--- src/pkg/osc_mode_defs.vh ---
`ifndef OSC_MODE_DEFS_VH
`define OSC_MODE_DEFS_VH

// ----------------------------------------------------------------
// oscillator mode encodings (3-bit configuration field)
// ----------------------------------------------------------------
`define MODE_INT_OSC 3'h0
`define MODE_INT_OSC_CLKOUT 3'h1
`define MODE_INT_OSC_PLL 3'h2
`define MODE_INT_OSC_PLL_CLKOUT 3'h3
`define MODE_CRYSTAL 3'h4
`define MODE_CRYSTAL_PLL 3'h5
`define MODE_EXT_CLOCK 3'h6
`define MODE_EXT_CLOCK_PLL 3'h7

// ----------------------------------------------------------------
// register offsets (byte addresses)
// ----------------------------------------------------------------
`define ADDR_CLOCK_SELECT 4'h0
`define ADDR_OSC_TRIM 4'h4
`define ADDR_STATUS 4'h8
`define ADDR_CONFIG 4'hC

// ----------------------------------------------------------------
// field positions
// ----------------------------------------------------------------
`define SEL_SCS_LSB 0
`define SEL_INT_OSC_FREQ_SELECT_LSB 4
`define TRIM_TUNE_LSB 0
`define TRIM_PLL_ENABLE_BIT_BIT 6
`define TRIM_INTSRC_BIT 7
`define INT_OSC_FREQ_SELECT_8MHZ 3'h7
`define INT_OSC_FREQ_SELECT_4MHZ 3'h6
`define SCS_PRIMARY 2'h0

// ----------------------------------------------------------------
// reset values
// ----------------------------------------------------------------
`define CLOCK_SELECT_RESET 8'h70
`define OSC_TRIM_RESET 8'h00

// ----------------------------------------------------------------
// timing: pll lock time, 50 MHz clock
// ----------------------------------------------------------------
`define PLL_LOCK_US 2000
`define CLK_MHZ 50
`define PLL_LOCK_CYCLES (`PLL_LOCK_US * `CLK_MHZ)

`endif

--- src/hdl/oscillator_mode_select.v ---
// What this block does
// RULE1: mode, prescale, divider come from fixed configuration
// RULE2: eight modes chosen by three-bit field
// RULE3: clock output toggles at quarter peripheral rate
// RULE4: clock output stops in sleep, runs idle
// RULE5: ext clock pll mode: software pll, clkout
// RULE6: ext clock mode: pll off, clkout on bit6
// RULE7: crystal modes need parallel-cut crystal across pins
// RULE8: crystal mode pll off; crystal pll software
// RULE9: int pll clkout: software pll, bit7 port
// RULE10: int pll mode: both pins are ports
// RULE11: int clkout mode: pll off, bit7 port
// RULE12: plain internal mode: pll off, both ports
// RULE13: feed pll only from 8 or 4 MHz
// RULE14: clock-select register picks the active source
// RULE15: trim register tunes, picks slow source, pll; only the pll bit (bit 6) is used here
// RULE16: after reset mux follows programmed mode
// RULE17: pll switch waits lock time, then automatic
// RULE18: internal pll only modes 011/010, freq 111/110
// RULE19: cpu divider one, two, three or six
// RULE20: external clock modes need no start-up delay
//
// Implementation choices: the address map and the Wishbone register port.
`timescale 1ns/10ps
`include "osc_mode_defs.vh"

module oscillator_mode_select #(
	parameter PLL_LOCK_CYCLES = `PLL_LOCK_CYCLES
)(
	input wire clk,
	input wire resetn,
	input wire [2:0] osc_mode_select,
	input wire [1:0] cpu_divider_bits,
	input wire sleep_mode,
	input wire osc_ready,
	input wire [31:0] wb_adr_i,
	input wire [31:0] wb_dat_i,
	output reg [31:0] wb_dat_o,
	input wire wb_we_i,
	input wire [3:0] wb_sel_i,
	input wire wb_stb_i,
	input wire wb_cyc_i,
	output reg wb_ack_o,
	output reg clock_out_pin,
	output reg clock_out_en_n,
	output reg bit6_is_port,
	output reg bit7_is_port,
	output reg osc_pins_used,
	output reg pll_on,
	output reg pll_clock_active,
	output reg [1:0] active_source,
	output reg [2:0] cpu_div_ratio,
	output reg clock_stable,
	output reg [3:0] pll_tick
);

	// ------------------------------------------------------------
	// configuration capture
	// ------------------------------------------------------------
	reg [2:0] mode_r;
	reg [1:0] cpudiv_r;
	reg cfg_loaded_r;
	reg [2:0] slp_sync_r;
	reg sleep_r;
	reg [7:0] sel_r;
	reg [7:0] trim_r;
	reg [23:0] lock_cnt_r;
	reg locked_r;
	reg [1:0] quarter_r;
	reg [2:0] div_cnt_r;
	reg [4:0] strap_a_r;
	reg [4:0] strap_b_r;
	reg [4:0] strap_c_r;
	reg [1:0] fill_r;
	reg [2:0] rdy_sync_r;
	reg ready_r;
	wire pll_allowed;
	wire pll_req;
	wire clkout_mode;
	wire ext_mode;
	wire int_mode;
	wire wb_hit;
	wire wb_in_map;
	reg [31:0] rd_nxt;

	// straps are pins: three stages, and a fill count so reset zeros never pass as a mode
	always @(posedge clk or negedge resetn)
	begin
		if (!resetn)
		begin
			strap_a_r <= 5'h00;
			strap_b_r <= 5'h00;
			strap_c_r <= 5'h00;
			fill_r <= 2'h0;
		end
		else
		begin
			strap_a_r <= {cpu_divider_bits, osc_mode_select};
			strap_b_r <= strap_a_r;
			strap_c_r <= strap_b_r;
			if (fill_r != 2'h3)
				fill_r <= fill_r + 2'h1;
		end
	end

	// straps taken once after release; they never change until the next reset
	always @(posedge clk or negedge resetn)
	begin
		if (!resetn)
		begin
			mode_r <= 3'h0;
			cpudiv_r <= 2'h0;
			cfg_loaded_r <= 1'b0;
		end
		else if (!cfg_loaded_r && (fill_r == 2'h3) && (strap_b_r == strap_c_r))
		begin
			mode_r <= strap_c_r[2:0]; // RULE1 RULE2
			cpudiv_r <= strap_c_r[4:3]; // RULE1
			cfg_loaded_r <= 1'b1;
		end
	end

	// sleep comes from another domain: three stages, second and third agree
	always @(posedge clk or negedge resetn)
	begin
		if (!resetn)
		begin
			slp_sync_r <= 3'h0;
			sleep_r <= 1'b0;
		end
		else
		begin
			slp_sync_r <= {slp_sync_r[1:0], sleep_mode};
			if (slp_sync_r[1] == slp_sync_r[2])
				sleep_r <= slp_sync_r[2];
		end
	end

	// crystal ready comes from the oscillator's own domain: same three stages
	always @(posedge clk or negedge resetn)
	begin
		if (!resetn)
		begin
			rdy_sync_r <= 3'h0;
			ready_r <= 1'b0;
		end
		else
		begin
			rdy_sync_r <= {rdy_sync_r[1:0], osc_ready};
			if (rdy_sync_r[1] == rdy_sync_r[2])
				ready_r <= rdy_sync_r[2];
		end
	end

	// ------------------------------------------------------------
	// mode decode
	// ------------------------------------------------------------
	assign ext_mode = (mode_r == `MODE_EXT_CLOCK) || (mode_r == `MODE_EXT_CLOCK_PLL);
	assign int_mode = (mode_r[2] == 1'b0);
	// clkout only in ext and int clkout modes
	assign clkout_mode = ext_mode || (mode_r == `MODE_INT_OSC_CLKOUT) // RULE5 RULE6 RULE11
		|| (mode_r == `MODE_INT_OSC_PLL_CLKOUT); // RULE9
	// pll permitted only in the software-pll modes
	assign pll_allowed = (mode_r == `MODE_EXT_CLOCK_PLL) // RULE5 RULE6
		|| (mode_r == `MODE_CRYSTAL_PLL) // RULE8
		|| (((mode_r == `MODE_INT_OSC_PLL) || (mode_r == `MODE_INT_OSC_PLL_CLKOUT)) // RULE9 RULE10
		&& (sel_r[1:0] == `SCS_PRIMARY)
		&& ((sel_r[6:4] == `INT_OSC_FREQ_SELECT_8MHZ) || (sel_r[6:4] == `INT_OSC_FREQ_SELECT_4MHZ))); // RULE18 RULE13
	assign pll_req = cfg_loaded_r && pll_allowed && trim_r[`TRIM_PLL_ENABLE_BIT_BIT]; // RULE15

	// ------------------------------------------------------------
	// wishbone slave: one wait state, ack drops the cycle after
	// ------------------------------------------------------------
	assign wb_hit = wb_cyc_i && wb_stb_i && !wb_ack_o;
	// only the low sixteen bytes decode; aliases above read zero
	assign wb_in_map = (wb_adr_i[31:4] == 28'h0000000);

	always @*
	begin
		rd_nxt = 32'h0;
		case (wb_adr_i[3:0])
			`ADDR_CLOCK_SELECT: rd_nxt = {24'h0, sel_r}; // RULE14
			`ADDR_OSC_TRIM: rd_nxt = {24'h0, trim_r};
			`ADDR_STATUS: rd_nxt = {28'h0, clock_stable, locked_r, pll_req, sleep_r};
			`ADDR_CONFIG: rd_nxt = {27'h0, cpudiv_r, mode_r};
			default: rd_nxt = 32'h0;
		endcase
	end

	// unmapped addresses ack with zero data and ignore writes
	always @(posedge clk or negedge resetn)
	begin
		if (!resetn)
		begin
			wb_ack_o <= 1'b0;
			wb_dat_o <= 32'h0;
			sel_r <= `CLOCK_SELECT_RESET;
			trim_r <= `OSC_TRIM_RESET;
		end
		else
		begin
			wb_ack_o <= wb_hit;
			if (wb_hit)
				wb_dat_o <= wb_in_map ? rd_nxt : 32'h0;
			if (wb_hit && wb_we_i && wb_sel_i[0] && wb_in_map)
			begin
				if (wb_adr_i[3:0] == `ADDR_CLOCK_SELECT)
					sel_r <= wb_dat_i[7:0]; // RULE14
				if (wb_adr_i[3:0] == `ADDR_OSC_TRIM)
					trim_r <= wb_dat_i[7:0]; // RULE15
			end
		end
	end

	// ------------------------------------------------------------
	// pll lock timer: core stays on old clock until it expires
	// ------------------------------------------------------------
	always @(posedge clk or negedge resetn)
	begin
		if (!resetn)
		begin
			lock_cnt_r <= 24'h0;
			locked_r <= 1'b0;
		end
		else if (!pll_req)
		begin
			lock_cnt_r <= 24'h0; // dropping the request loses lock at once
			locked_r <= 1'b0;
		end
		else if (!locked_r)
		begin
			if (lock_cnt_r == PLL_LOCK_CYCLES[23:0] - 24'h1)
				locked_r <= 1'b1; // RULE17
			lock_cnt_r <= lock_cnt_r + 24'h1;
		end
	end

	// ------------------------------------------------------------
	// clock output: quarter rate, halted in sleep
	// ------------------------------------------------------------
	always @(posedge clk or negedge resetn)
	begin
		if (!resetn)
		begin
			quarter_r <= 2'h0;
			clock_out_pin <= 1'b0;
			clock_out_en_n <= 1'b1;
		end
		else
		begin
			clock_out_en_n <= !(cfg_loaded_r && clkout_mode);
			if (cfg_loaded_r && clkout_mode && !sleep_r) // RULE4
			begin
				quarter_r <= quarter_r + 2'h1;
				if (quarter_r[0])
					clock_out_pin <= !clock_out_pin; // RULE3
			end
		end
	end

	// ------------------------------------------------------------
	// pin roles, source selection, cpu divider
	// ------------------------------------------------------------
	always @(posedge clk or negedge resetn)
	begin
		if (!resetn)
		begin
			bit6_is_port <= 1'b1;
			bit7_is_port <= 1'b1;
			osc_pins_used <= 1'b0;
			pll_on <= 1'b0;
			pll_clock_active <= 1'b0;
			active_source <= 2'h0;
			cpu_div_ratio <= 3'h1;
			clock_stable <= 1'b0;
		end
		else
		begin
			bit6_is_port <= int_mode && !clkout_mode; // RULE10 RULE12
			bit7_is_port <= int_mode; // RULE9 RULE11
			osc_pins_used <= !int_mode; // RULE7
			pll_on <= pll_req; // RULE6 RULE8 RULE11 RULE12
			pll_clock_active <= pll_req && locked_r; // RULE17
			// primary source set by mode unless software switched
			active_source <= (sel_r[1:0] == `SCS_PRIMARY) ? (int_mode ? 2'h0 : 2'h1) // RULE16
				: sel_r[1:0];
			case (cpudiv_r)
				2'h0: cpu_div_ratio <= 3'h6; // RULE19
				2'h1: cpu_div_ratio <= 3'h3;
				2'h2: cpu_div_ratio <= 3'h2;
				default: cpu_div_ratio <= 3'h1;
			endcase
			// external clock is usable at once, crystal waits for ready
			clock_stable <= cfg_loaded_r && (ext_mode || int_mode || ready_r); // RULE20
		end
	end

	// divided-clock tick for the cpu, counted at the chosen ratio
	always @(posedge clk or negedge resetn)
	begin
		if (!resetn)
		begin
			div_cnt_r <= 3'h0;
			pll_tick <= 4'h0;
		end
		else
		begin
			if (div_cnt_r >= cpu_div_ratio - 3'h1)
				div_cnt_r <= 3'h0; // RULE19
			else
				div_cnt_r <= div_cnt_r + 3'h1;
			pll_tick <= {pll_tick[2:0], (div_cnt_r == 3'h0)};
		end
	end

endmodule // oscillator_mode_select

--- config.mk ---
export PLATFORM = sky130hd
export DESIGN_NAME = oscillator_mode_select
export DESIGN_NICKNAME = d
export VERILOG_FILES = /design/src/hdl/oscillator_mode_select.v
export VERILOG_INCLUDE_DIRS = /design/src /design/src/pkg
export SDC_FILE = /design/constraint.sdc
export NUM_CORES = 1
export LEC_CHECK = 0
export BUFFER_PORTS_ARGS = -buffer_cell sky130_fd_sc_hd__buf_2
export CAP_MARGIN = 15
export CORE_MARGIN = 8
export CORE_UTILIZATION = 56
export DETAILED_ROUTE_END_ITERATION = 8
export PLACE_DENSITY = 0.94
export SLEW_MARGIN = 10
export SYNTH_ARGS = -nofsm -noshare
export SYNTH_HDL_FRONTEND = slang
export SYNTH_SLANG_ARGS = --single-unit
--- constraint.sdc ---
create_clock -name clk -period 5.2 [get_ports clk]
set_input_delay 1.3 -clock clk [delete_from_list [all_inputs] [get_ports clk]]
set_output_delay 1.3 -clock clk [all_outputs]
set_load 0.02 [all_outputs]
==> flow_summary.yaml, run 1 <==
run_status:
  status: "completed"
power:
  pwr-share-clk_pct: 27.4
  seq_power_share_pct: 53.4
  power_density_mw_per_mm2: 362
  power.switching_w: 0.000551
  intPower_w: 0.00128
  power_leakage_nw: 2.35
  max-vdd-ir-drop_mv: 0.206
  p_sw_share_pct: 30.1
  comb_power_share_pct: 19.2
worst_hold_path:
  hp-class: "register to register"
timing:
  fin_crit_sh_pct: 58.5
  relSlewSlack_pct: 41.0
  fmax_mhz: 329
  final.min_clock_period_ns: 3.04
  rsz0062_at_grt: "false"
  tns_ns: 0
  finClkSkew_ns: 0.00639
  setup_viol: 0
  maxSlewViolCount: 0
  fin_worst_hold_slack_ns: 0.355
  worst_pin_slew_ns: 0.885
  finalHoldViolations: 0
critical_path:
  slowest_stage: "nor3_2"
  path_max_fanout: 15
  worstPathCellList: "buf_2 > nand3b_1 > inv_1 > nand4_1 > nor3_2 > mux2_2"
  crit_arrival_ns: 3.30
  critPathTopFamily: "simple AND/OR/NAND/NOR gates"
  required_ns: 5.46
  worstSetupPathType: "primary input to register"
  critPathBufInv: 2
  end_kind: "register"
  startpoint_type: "primary input"
  critical_path.max_stage_delay_ns: 0.59
die:
  ios: 130
  core_area_mm2: 0.00773
  rows: 32
  die_area_mm2: 0.0111
  start_util_pct: 58.0
  die_h_um: 105
  dieWidth_um: 105
logic_synthesis:
  synth_edf_count: 0
  yosysTopAreaCell: "dfrtp_1"
  synth_ff_type: "dfrtp_1"
  synthCells: 367
  ys_seq_elements: 102
  synthAdderAreaFrac_pct: 2.68
  muxShareOfSynthArea_pct: 8.49
  mappedNetlistArea_mm2: 0.00448
  netlist.area_leader.share_pct: 53.0
  synth_top_family_by_area: "simple AND/OR/NAND/NOR gates"
  synth_compound_area_share_pct: 5.61
  yosys.area_share.simple_pct: 15.4
  synth.avg_cell_area_um2: 12.2
  yosysUniqueCellTypes: 53
  synthArstFlopShare_pct: 100
  synth-seq-area-share_pct: 57.1
  synth_xor_area_share_pct: 4.30
  ys_warn_count: 0
  synthTopCellsByArea: "dfrtp_1 (53%), mux2_2 (5.3%), dfstp_2 (4.1%)"
detailed_routing:
  drt-initial-drc-count: 216
  drt_wl_total_mm: 9.79
  ant_nets: 0
  drc: 0
  wire_per_inst_um: 17.8
  vias: 3115
  routed_via_density: 5.65
  first_pass_iters: 5
clocking:
  cts_tree: "done"
  cts_hold_buf: 0
  cts_inserted_buffers: 9
  cts_resized: 0
  post_cts_buffers: 0
  clk_latency_ns: 0.37
  h-tree-depth: 3
  cts_sinks: 102
  path_clk_slew_ns: 0.09
  root_buffer: "clkbuf_8"
  cts_buffer_depth: 2
placed_design:
  numPortBuffers: 78
  hpwl_mm: 7.15
  routabilityCongestion: 0.859
  post-place-cells: 535
cells_and_area:
  instances_no_fill: 551
  area_growth_pct: 12.8
  layout.nets: 532
  final_core_util_pct: 65.4
  diodes: 0
  drive_gt1_share_pct: 29.8
global_routing:
  grt_usage_pct: 17.7
  grt_overflow: 0
  antenna_found_initial: 1
  grt_max_degree: 68
  grt_pass1_wl_mm: 15.9
  first_global_vias: 3200
job:
  max-cap-violations: 0
-- Yosys cell counts, types with 2 or more instances --
library cell	instances
xor2_1	5
nand4_1	12
buf_4	24
and2_1	3
nor3_1	3
dfstp_2	7
mux2i_1	5
mux4_2	2
o21ai_0	7
o21a_1	2
nand4b_1	3
dfrtp_1	95
maj3_1	2
nand2_1	23
buf_6	2
a21o_1	3
or3_1	3
ha_1	8
or4_1	8
clkbuf_1	10
or2_2	2
o31ai_1	9
o41ai_1	4
nor2_1	21
xnor2_1	17
mux2_2	21
a21oi_1	11
mux2_1	2
nand3_1	6
nor4_1	14
inv_1	11
-- final timing paths --
path | startpoint | endpoint | slack, ns | depth (start not counted)
max | wb_cyc_i | sel_r[3] | 2.16 | 6
min | strap_a_r[4] | strap_b_r[4] | 0.35 | 0
max reg2reg | wb_ack_o | sel_r[3] | 2.69 | 5
min reg2reg | strap_a_r[4] | strap_b_r[4] | 0.35 | 0
max in group asynchronous | resetn | lock_cnt_r[7] | 3.25 | 2
min in group asynchronous | resetn | strap_a_r[3] | 1.01 | 1
-- cells in the final DEF (no fill, tap or decap), types with 4 or more instances in the layout --
master and instances:
dfrtp_1 95, buf_2 77, conb_1 24, nand2_1 23, nor2_1 21, mux2_2 21, xnor2_1 17, nor4_1 14
nand4_1 12, inv_1 11, a21oi_1 11, clkbuf_8 10, o31ai_1 9, or4_1 8, ha_1 8, o21ai_0 7
dfstp_2 7, nand3_1 6, xor2_1 5, mux2i_1 5, o41ai_1 4
-- routing by layer --
layer / global-route usage, % / vias up / part of all wire, %
li1: - / 1414 / -
met1: 19.3 / 1513 / 39
met2: 31.3 / 167 / 50
met3: 5.48 / 19 / 8.5
met4: 7.24 / 2 / 2.1
met5: 0 / - / 0.13
-- final cells by class --
cell class | count | area [um2]
clock buffers | 12 | 145
multi-input cells | 241 | 1730
fillers | 561 | 2670
repair buffers | 79 | 400
well taps | 102 | 128
inverters | 11 | 41.3
clock inverters | 4 | 55.1
flip-flops and latches | 102 | 2560
-- registers in the layout (all words and copies together) (netlist names), 4 cells and up --
name	count
strap_c_r	5
lock_cnt_r	24
wb_dat_o	8
sel_r	8
trim_r	8
pll_tick	4
strap_b_r	5
strap_a_r	5
-- kinds of logic (layout without fill, tap and decap cells) --
kind of cell	count (synthesis)	count (layout)
fa+ha+maj	10	10
mux	31	31
compound gates	39	39
other cells	1	24
flops	102	102
xor+xnor	22	22
buf+inv	47	106
simple gates	115	115
-- power groups by stage --
stage                     logic, W  clock network [W]  registers, W
after floorplan           0.000179                  0       0.00103
after global placement    0.000332                  0      0.000983
after detailed placement  0.000359                  0      0.000993
after CTS                 0.000359           0.000508      0.000978
after global routing      0.000387           0.000541      0.000989
final                     0.000352           0.000502      0.000979
-- through the flow --
stage	setup slack, ns	total power, W	area (um2)
after floorplan	2.44	0.00121	4570
after global placement	1.89	0.00132	4860
after detailed placement	1.79	0.00135	4860
after CTS	2.16	0.00184	5060
after global routing	1.95	0.00192	5060
final	2.16	0.00183	5060
(Power assumes the default switching activity.)
==> inputs of run 2 (changes only) <==
Settings changed: CORE_UTILIZATION 56 to 47, PLACE_DENSITY 0.94 to 0.85.
Clock period 5.2 ns to 2.5 ns, I/O delays scaled along.
==> run 2 against run 1 <==
Effect of this change:
- sequential cell count did not move
- clock-buffer cell count fell by 1
- wire length fell by 2.0%
- setup slack got worse by 1.8 ns
- die area rose by 16%
- global-route usage fell by 2.7 points
- total power rose by 110%
- sequential power rose by 110%
- sequential share of layout area fell by 0.94 points
- combinational power rose by 120%
- critical path type is now register to register
- critical endpoint is now lock_cnt_r[20]
- largest cell class unchanged
- highest routed layer is now met4
==> flow_summary.yaml, run 2 (synthesis results as in run 1) <==
detailed_routing:
  drc: 0
  dr_wl_met3_um: 820
  wl_met2_mm: 4.47
  top_layer: "met4"
  vias: 3080
  wire_per_inst_um: 16.4
  ant_nets: 0
  wl_met1_mm: 4.08
  first_pass_iters: 4
  drt-initial-drc-count: 228
  routed_via_density: 5.27
  drt_wl_total_mm: 9.59
clocking:
  cts_hold_buf: 0
  root_buffer: "clkbuf_8"
  cts_sinks: 102
  clk_latency_ns: 0.36
  h-tree-depth: 3
  cts_inserted_buffers: 9
  path_clk_slew_ns: 0.09
  cts_resized: 0
  cts_buffer_depth: 2
  cts_tree: "done"
  post_cts_buffers: 0
global_routing:
  grt_overflow: 0
  antenna_found_initial: 0
  grt_usage_pct: 15.0
  first_global_vias: 3063
  grt_max_degree: 45
  grt_pass1_wl_mm: 15.5
timing:
  fin_crit_sh_pct: 85.0
  worst_pin_slew_ns: 0.586
  finClkSkew_ns: 0.00663
  worst_slack_ns: 0.374
  maxSlewViolCount: 0
  relSlewSlack_pct: 60.8
  setup_viol: 0
  tns_ns: 0
  fin_worst_hold_slack_ns: 0.250
  final.min_clock_period_ns: 2.13
  finalHoldViolations: 0
  fmax_mhz: 470
  rsz0062_at_grt: "false"
cells_and_area:
  multi_input_area_mm2: 0.00173
  area_growth_pct: 14.9
  layout_commonest_cell: "dfrtp_1"
  regArea_mm2: 0.00256
  instances_no_fill: 584
  final_cell_mix: "dfrtp_1 (95), buf_2 (77), conb_1 (24)"
  largest_reg_flops: 24
  diodes: 0
  fillers: 767
  layout.nets: 539
  drive_gt1_share_pct: 31.0
  top_register: "lock_cnt_r"
placed_design:
  post-place-cells: 569
  routabilityCongestion: 0.852
  numPortBuffers: 78
  hpwl_mm: 6.93
  pre_cts_slack_ns: 0.236
die:
  dieWidth_um: 114
  core_area_mm2: 0.00924
  die_h_um: 114
  die_area_mm2: 0.0129
  rows: 35
  start_util_pct: 48.5
  ios: 130
critical_path:
  crit_arrival_ns: 2.41
  startpoint_type: "register"
  worstSetupPathType: "register to register"
  worstPathCellList: "ha_1 > nand4b_1 > or3_1 > or4_1 > a21oi_1"
  critical_path.max_stage_delay_ns: 0.54
  path_max_fanout: 10
  required_ns: 2.78
  end_kind: "register"
  slowest_stage: "or4_1"
run_status:
  status: "completed"
power:
  finalPower_w: 0.00384
  power_density_mw_per_mm2: 745
  power_leakage_nw: 2.39
  max-vdd-ir-drop_mv: 0.358
job:
  max-cap-violations: 0
worst_hold_path:
  hp-class: "primary input to asynchronous set/reset pin"
run 2: changes by cell type in the layout (fill, tap and decap cells not counted), sizes merged:
cell    before  now
clkbuf      12   11
buf         79   86
clkinv       1    0
inv         12   13
run 2: worst max-delay path: cells and delay by family (launching register included):
kind                     cells  cell delay [ns]
flip-flops                   1             0.44
adder cells (fa/ha/maj)      1             0.23
AO/OA/AOI/OAI                1             0.16
AND/OR/NAND/NOR              3             1.23
run 2: layout make-up:
type / instances / share of cell area, %
flip-flops and latches: 102 / 49.7
multi-input cells: 241 / 33.5
repair buffers: 86 / 9.04
well taps: 129 / 3.13
clock buffers: 11 / 2.74
clock inverters: 4 / 1.07
inverters: 11 / 0.802
run 2: path summary, 6_finish.rpt:
path                            depth (start not counted)          start  slack [ns]        endpoint
worst max-delay path                                    5  lock_cnt_r[0]        0.37  lock_cnt_r[20]
worst min-delay path                                    1         resetn        0.25       mode_r[1]
worst max register to register                          5  lock_cnt_r[0]        0.37  lock_cnt_r[20]
worst min register to register                          0   strap_a_r[4]        0.35    strap_b_r[4]
max in group asynchronous                               2         resetn        1.57        sel_r[5]
min in group clk                                        0   strap_a_r[4]        0.35    strap_b_r[4]
run 2: power by group:
group	internal, W	total (W)	switching, W
clock network	0.000493	0.00103	0.000542
logic	0.000315	0.000762	0.000447
registers	0.00187	0.00204	0.000178
run 2: through the flow:
| stage | instance area, um2 | util (%) |
|---|---|---|
| floorplan | 4570 | - |
| global placement | 4950 | 53.6 |
| detailed placement | 4950 | 53.6 |
| CTS | 5150 | 55.7 |
| global route | 5150 | 55.7 |
| finish | 5150 | 55.7 |
run 2: routing by layer:
layer | vias to the layer above | track usage (%)
li1 | 1431 | -
met1 | 1478 | 18.5
met2 | 151 | 23.6
met3 | 20 | 4.70
met4 | 0 | 7.02
met5 | - | 0
==> inputs of run 3 (changes only) <==
Settings changed: ABC_AREA set to 1, CORE_UTILIZATION 47 to 48, PLACE_DENSITY 0.85 to 0.86.
==> run 3 against run 2 <==
Effect of this change:
- worst hold slack worse by 0.13 ns
- via count is 27% higher
- critical path depth is 2 higher
- first-iteration DRC count is 45% lower
- largest power group unchanged
==> flow_summary.yaml, run 3 <==
die:
  die_area_mm2: 0.0137
  core_area_mm2: 0.0101
  dieWidth_um: 117
  die_h_um: 117
  start_util_pct: 48.4
  rows: 37
  ios: 130
timing:
  finClkSkew_ns: 0.0102
  fmax_mhz: 568
  fin_crit_sh_pct: 70.4
  tns_ns: 0
  setup_viol: 0
  rsz0062_at_grt: "false"
  fin_worst_hold_slack_ns: 0.121
  final.min_clock_period_ns: 1.76
  worst_slack_ns: 0.740
  maxSlewViolCount: 0
  finalHoldViolations: 0
detailed_routing:
  drt_wl_total_mm: 10.3
  vias: 3916
  first_pass_iters: 5
  routed_via_density: 5.05
  drt-initial-drc-count: 125
  drc: 0
  wire_per_inst_um: 13.3
  ant_nets: 0
logic_synthesis:
  muxShareOfSynthArea_pct: 0.231
  synthTopCellsByArea: "dfrtp_1 (49%), nand2_1 (10%), nor2_1 (5.5%)"
  synth_top_family_by_area: "simple AND/OR/NAND/NOR gates"
  synthAdderAreaFrac_pct: 2.46
  synth.avg_cell_area_um2: 8.78
  synth_compound_area_share_pct: 4.13
  yosys-top-cells-count: "nand2_1 (136), dfrtp_1 (95), nor2_1 (72)"
  synth_edf_count: 0
  yosysTopAreaCell: "dfrtp_1"
  ys_warn_count: 0
  ys_seq_elements: 102
  synth-seq-area-share_pct: 52.5
  yosysUniqueCellTypes: 40
  mappedNetlistArea_mm2: 0.00488
  synth_xor_area_share_pct: 1.26
  synthArstFlopShare_pct: 100
  netlist.area_leader.share_pct: 48.7
  synthCells: 556
  synth_ff_type: "dfrtp_1"
  yosys.area_share.simple_pct: 29.1
  post-synth-top-count-cell: "nand2_1"
global_routing:
  antenna_found_initial: 1
  grt_pass1_wl_mm: 17.1
  first_global_vias: 3922
  use_met1_pct: 18.3
  grt_usage_pct: 15.6
  grtUsageMet2_pct: 27.3
  grt_max_degree: 55
  grt_overflow: 0
  grt_busiest_layer: "met2"
  met3_usage_pct: 2.82
job:
  max-cap-violations: 0
cells_and_area:
  final_cell_mix: "nand2_1 (136), dfrtp_1 (95), buf_2 (77)"
  layout.nets: 722
  layout_commonest_cell: "nand2_1"
  fillers: 930
  largest_reg_flops: 24
  diodes: 0
  top_register: "lock_cnt_r"
  area_growth_pct: 12.3
  drive_gt1_share_pct: 20.8
power:
  power_density_mw_per_mm2: 718
  power_leakage_nw: 2.66
  max-vdd-ir-drop_mv: 0.408
critical_path:
  required_ns: 2.75
  path_max_fanout: 3
  rr_startpoint: "cpu_div_ratio[0]"
  critical_path.most_common_cell: "ha_1"
  worstPathCellList: "inv_1 > ha_1 > xnor2_1 > ha_1 > nand2_1 > o211ai_1 > nor2_1"
  end_kind: "register"
  slowest_stage: "dfstp_2"
  cp-startpoint: "cpu_div_ratio[0]"
  critical_path.max_stage_delay_ns: 0.55
  worstSetupPathType: "register to register"
  startpoint_type: "register"
  crit_arrival_ns: 2.01
placed_design:
  routabilityCongestion: 0.901
  hpwl_mm: 7.80
  pre_cts_slack_ns: 0.502
  numPortBuffers: 78
clocking:
  cts_hold_buf: 0
  cts_inserted_buffers: 9
  root_buffer: "clkbuf_8"
  cts_resized: 0
  h-tree-depth: 3
  cts_buffer_depth: 2
  cts_sinks: 102
  clk_latency_ns: 0.36
  path_clk_slew_ns: 0.11
  cts_tree: "done"
  post_cts_buffers: 0
worst_hold_path:
  hp-class: "primary input to asynchronous set/reset pin"
run_status:
  status: "completed"
run 3: cell types whose count changed in the layout (fill, tap and decap cells not counted), moves of 9 or more:
cell | before | now
nand4_1 | 12 | 40
xnor2_1 | 17 | 3
mux2_2 | 21 | 1
nor2_1 | 21 | 72
nor2_2 | 0 | 9
inv_1 | 11 | 44
nand2_1 | 23 | 136
nand3_1 | 6 | 26
nor4_1 | 14 | 1
run 3: layout make-up:
type	count	area [um2]	share of cell area, %
Tap cell	136	170	3.10
Multi-Input combinational cell	388	1910	34.8
Clock buffer	9	124	2.26
Sequential cell	102	2560	46.7
Clock inverter	7	88.8	1.62
Inverter	51	196	3.58
Timing Repair Buffer	82	435	7.94
run 3: layer usage:
metal,part of all wire (%),vias to the layer above
li1,-,1914
met1,41,1841
met4,2.7,2
met3,5.6,28
met2,50,131
met5,0.078,-
run 3: worst paths after layout:
path	to	slack, ns	cells past startpoint
setup / recovery	div_cnt_r[1]	0.74	7
hold / removal	strap_b_r[1]	0.12	1
setup reg to reg	div_cnt_r[1]	0.74	7
hold reg to reg	strap_b_r[1]	0.36	0
max in group asynchronous	bit7_is_port	1.69	2
min in group clk	strap_b_r[1]	0.36	0
run 3: worst max-delay path: cells and delay by family (launching register included):
family,cells,cell delay (ns)
buffers and inverters,1,0.05
XOR/XNOR,1,0.13
flip-flops,1,0.55
adder cells (fa/ha/maj),2,0.52
AO/OA/AOI/OAI,1,0.26
AND/OR/NAND/NOR,2,0.14
run 3: power by group:
part | internal (W) | switching [W]
sequential | 0.00188 | 0.000160
combinational | 0.000285 | 0.000519
clock | 0.000488 | 0.000610
total | 0.00265 | 0.00129
run 3: kinds of logic (layout without fill, tap and decap cells):
kind of cell               after synthesis  count (layout)
adders and majority gates               10              10
muxes                                    1               1
xor gates and xnor gates                 7               7
and+or+nand+nor                        310             310
DFF                                    102             102
buffers and inverters                   89             149
AOI/OAI and AO/OA                       36              36
other                                    1              24
run 3: through the flow:
| step | cells | total power (W) | cell area, um2 | util (%) |
|---|---|---|---|---|
| after floorplan | 579 | 0.00259 | 4970 | - |
| after global placement | 759 | 0.00283 | 5270 | 52.2 |
| after detailed placement | 759 | 0.00289 | 5270 | 52.2 |
| after CTS | 775 | 0.00398 | 5480 | 54.3 |
| after global routing | 775 | 0.00415 | 5480 | 54.3 |
| final | 775 | 0.00394 | 5480 | 54.3 |
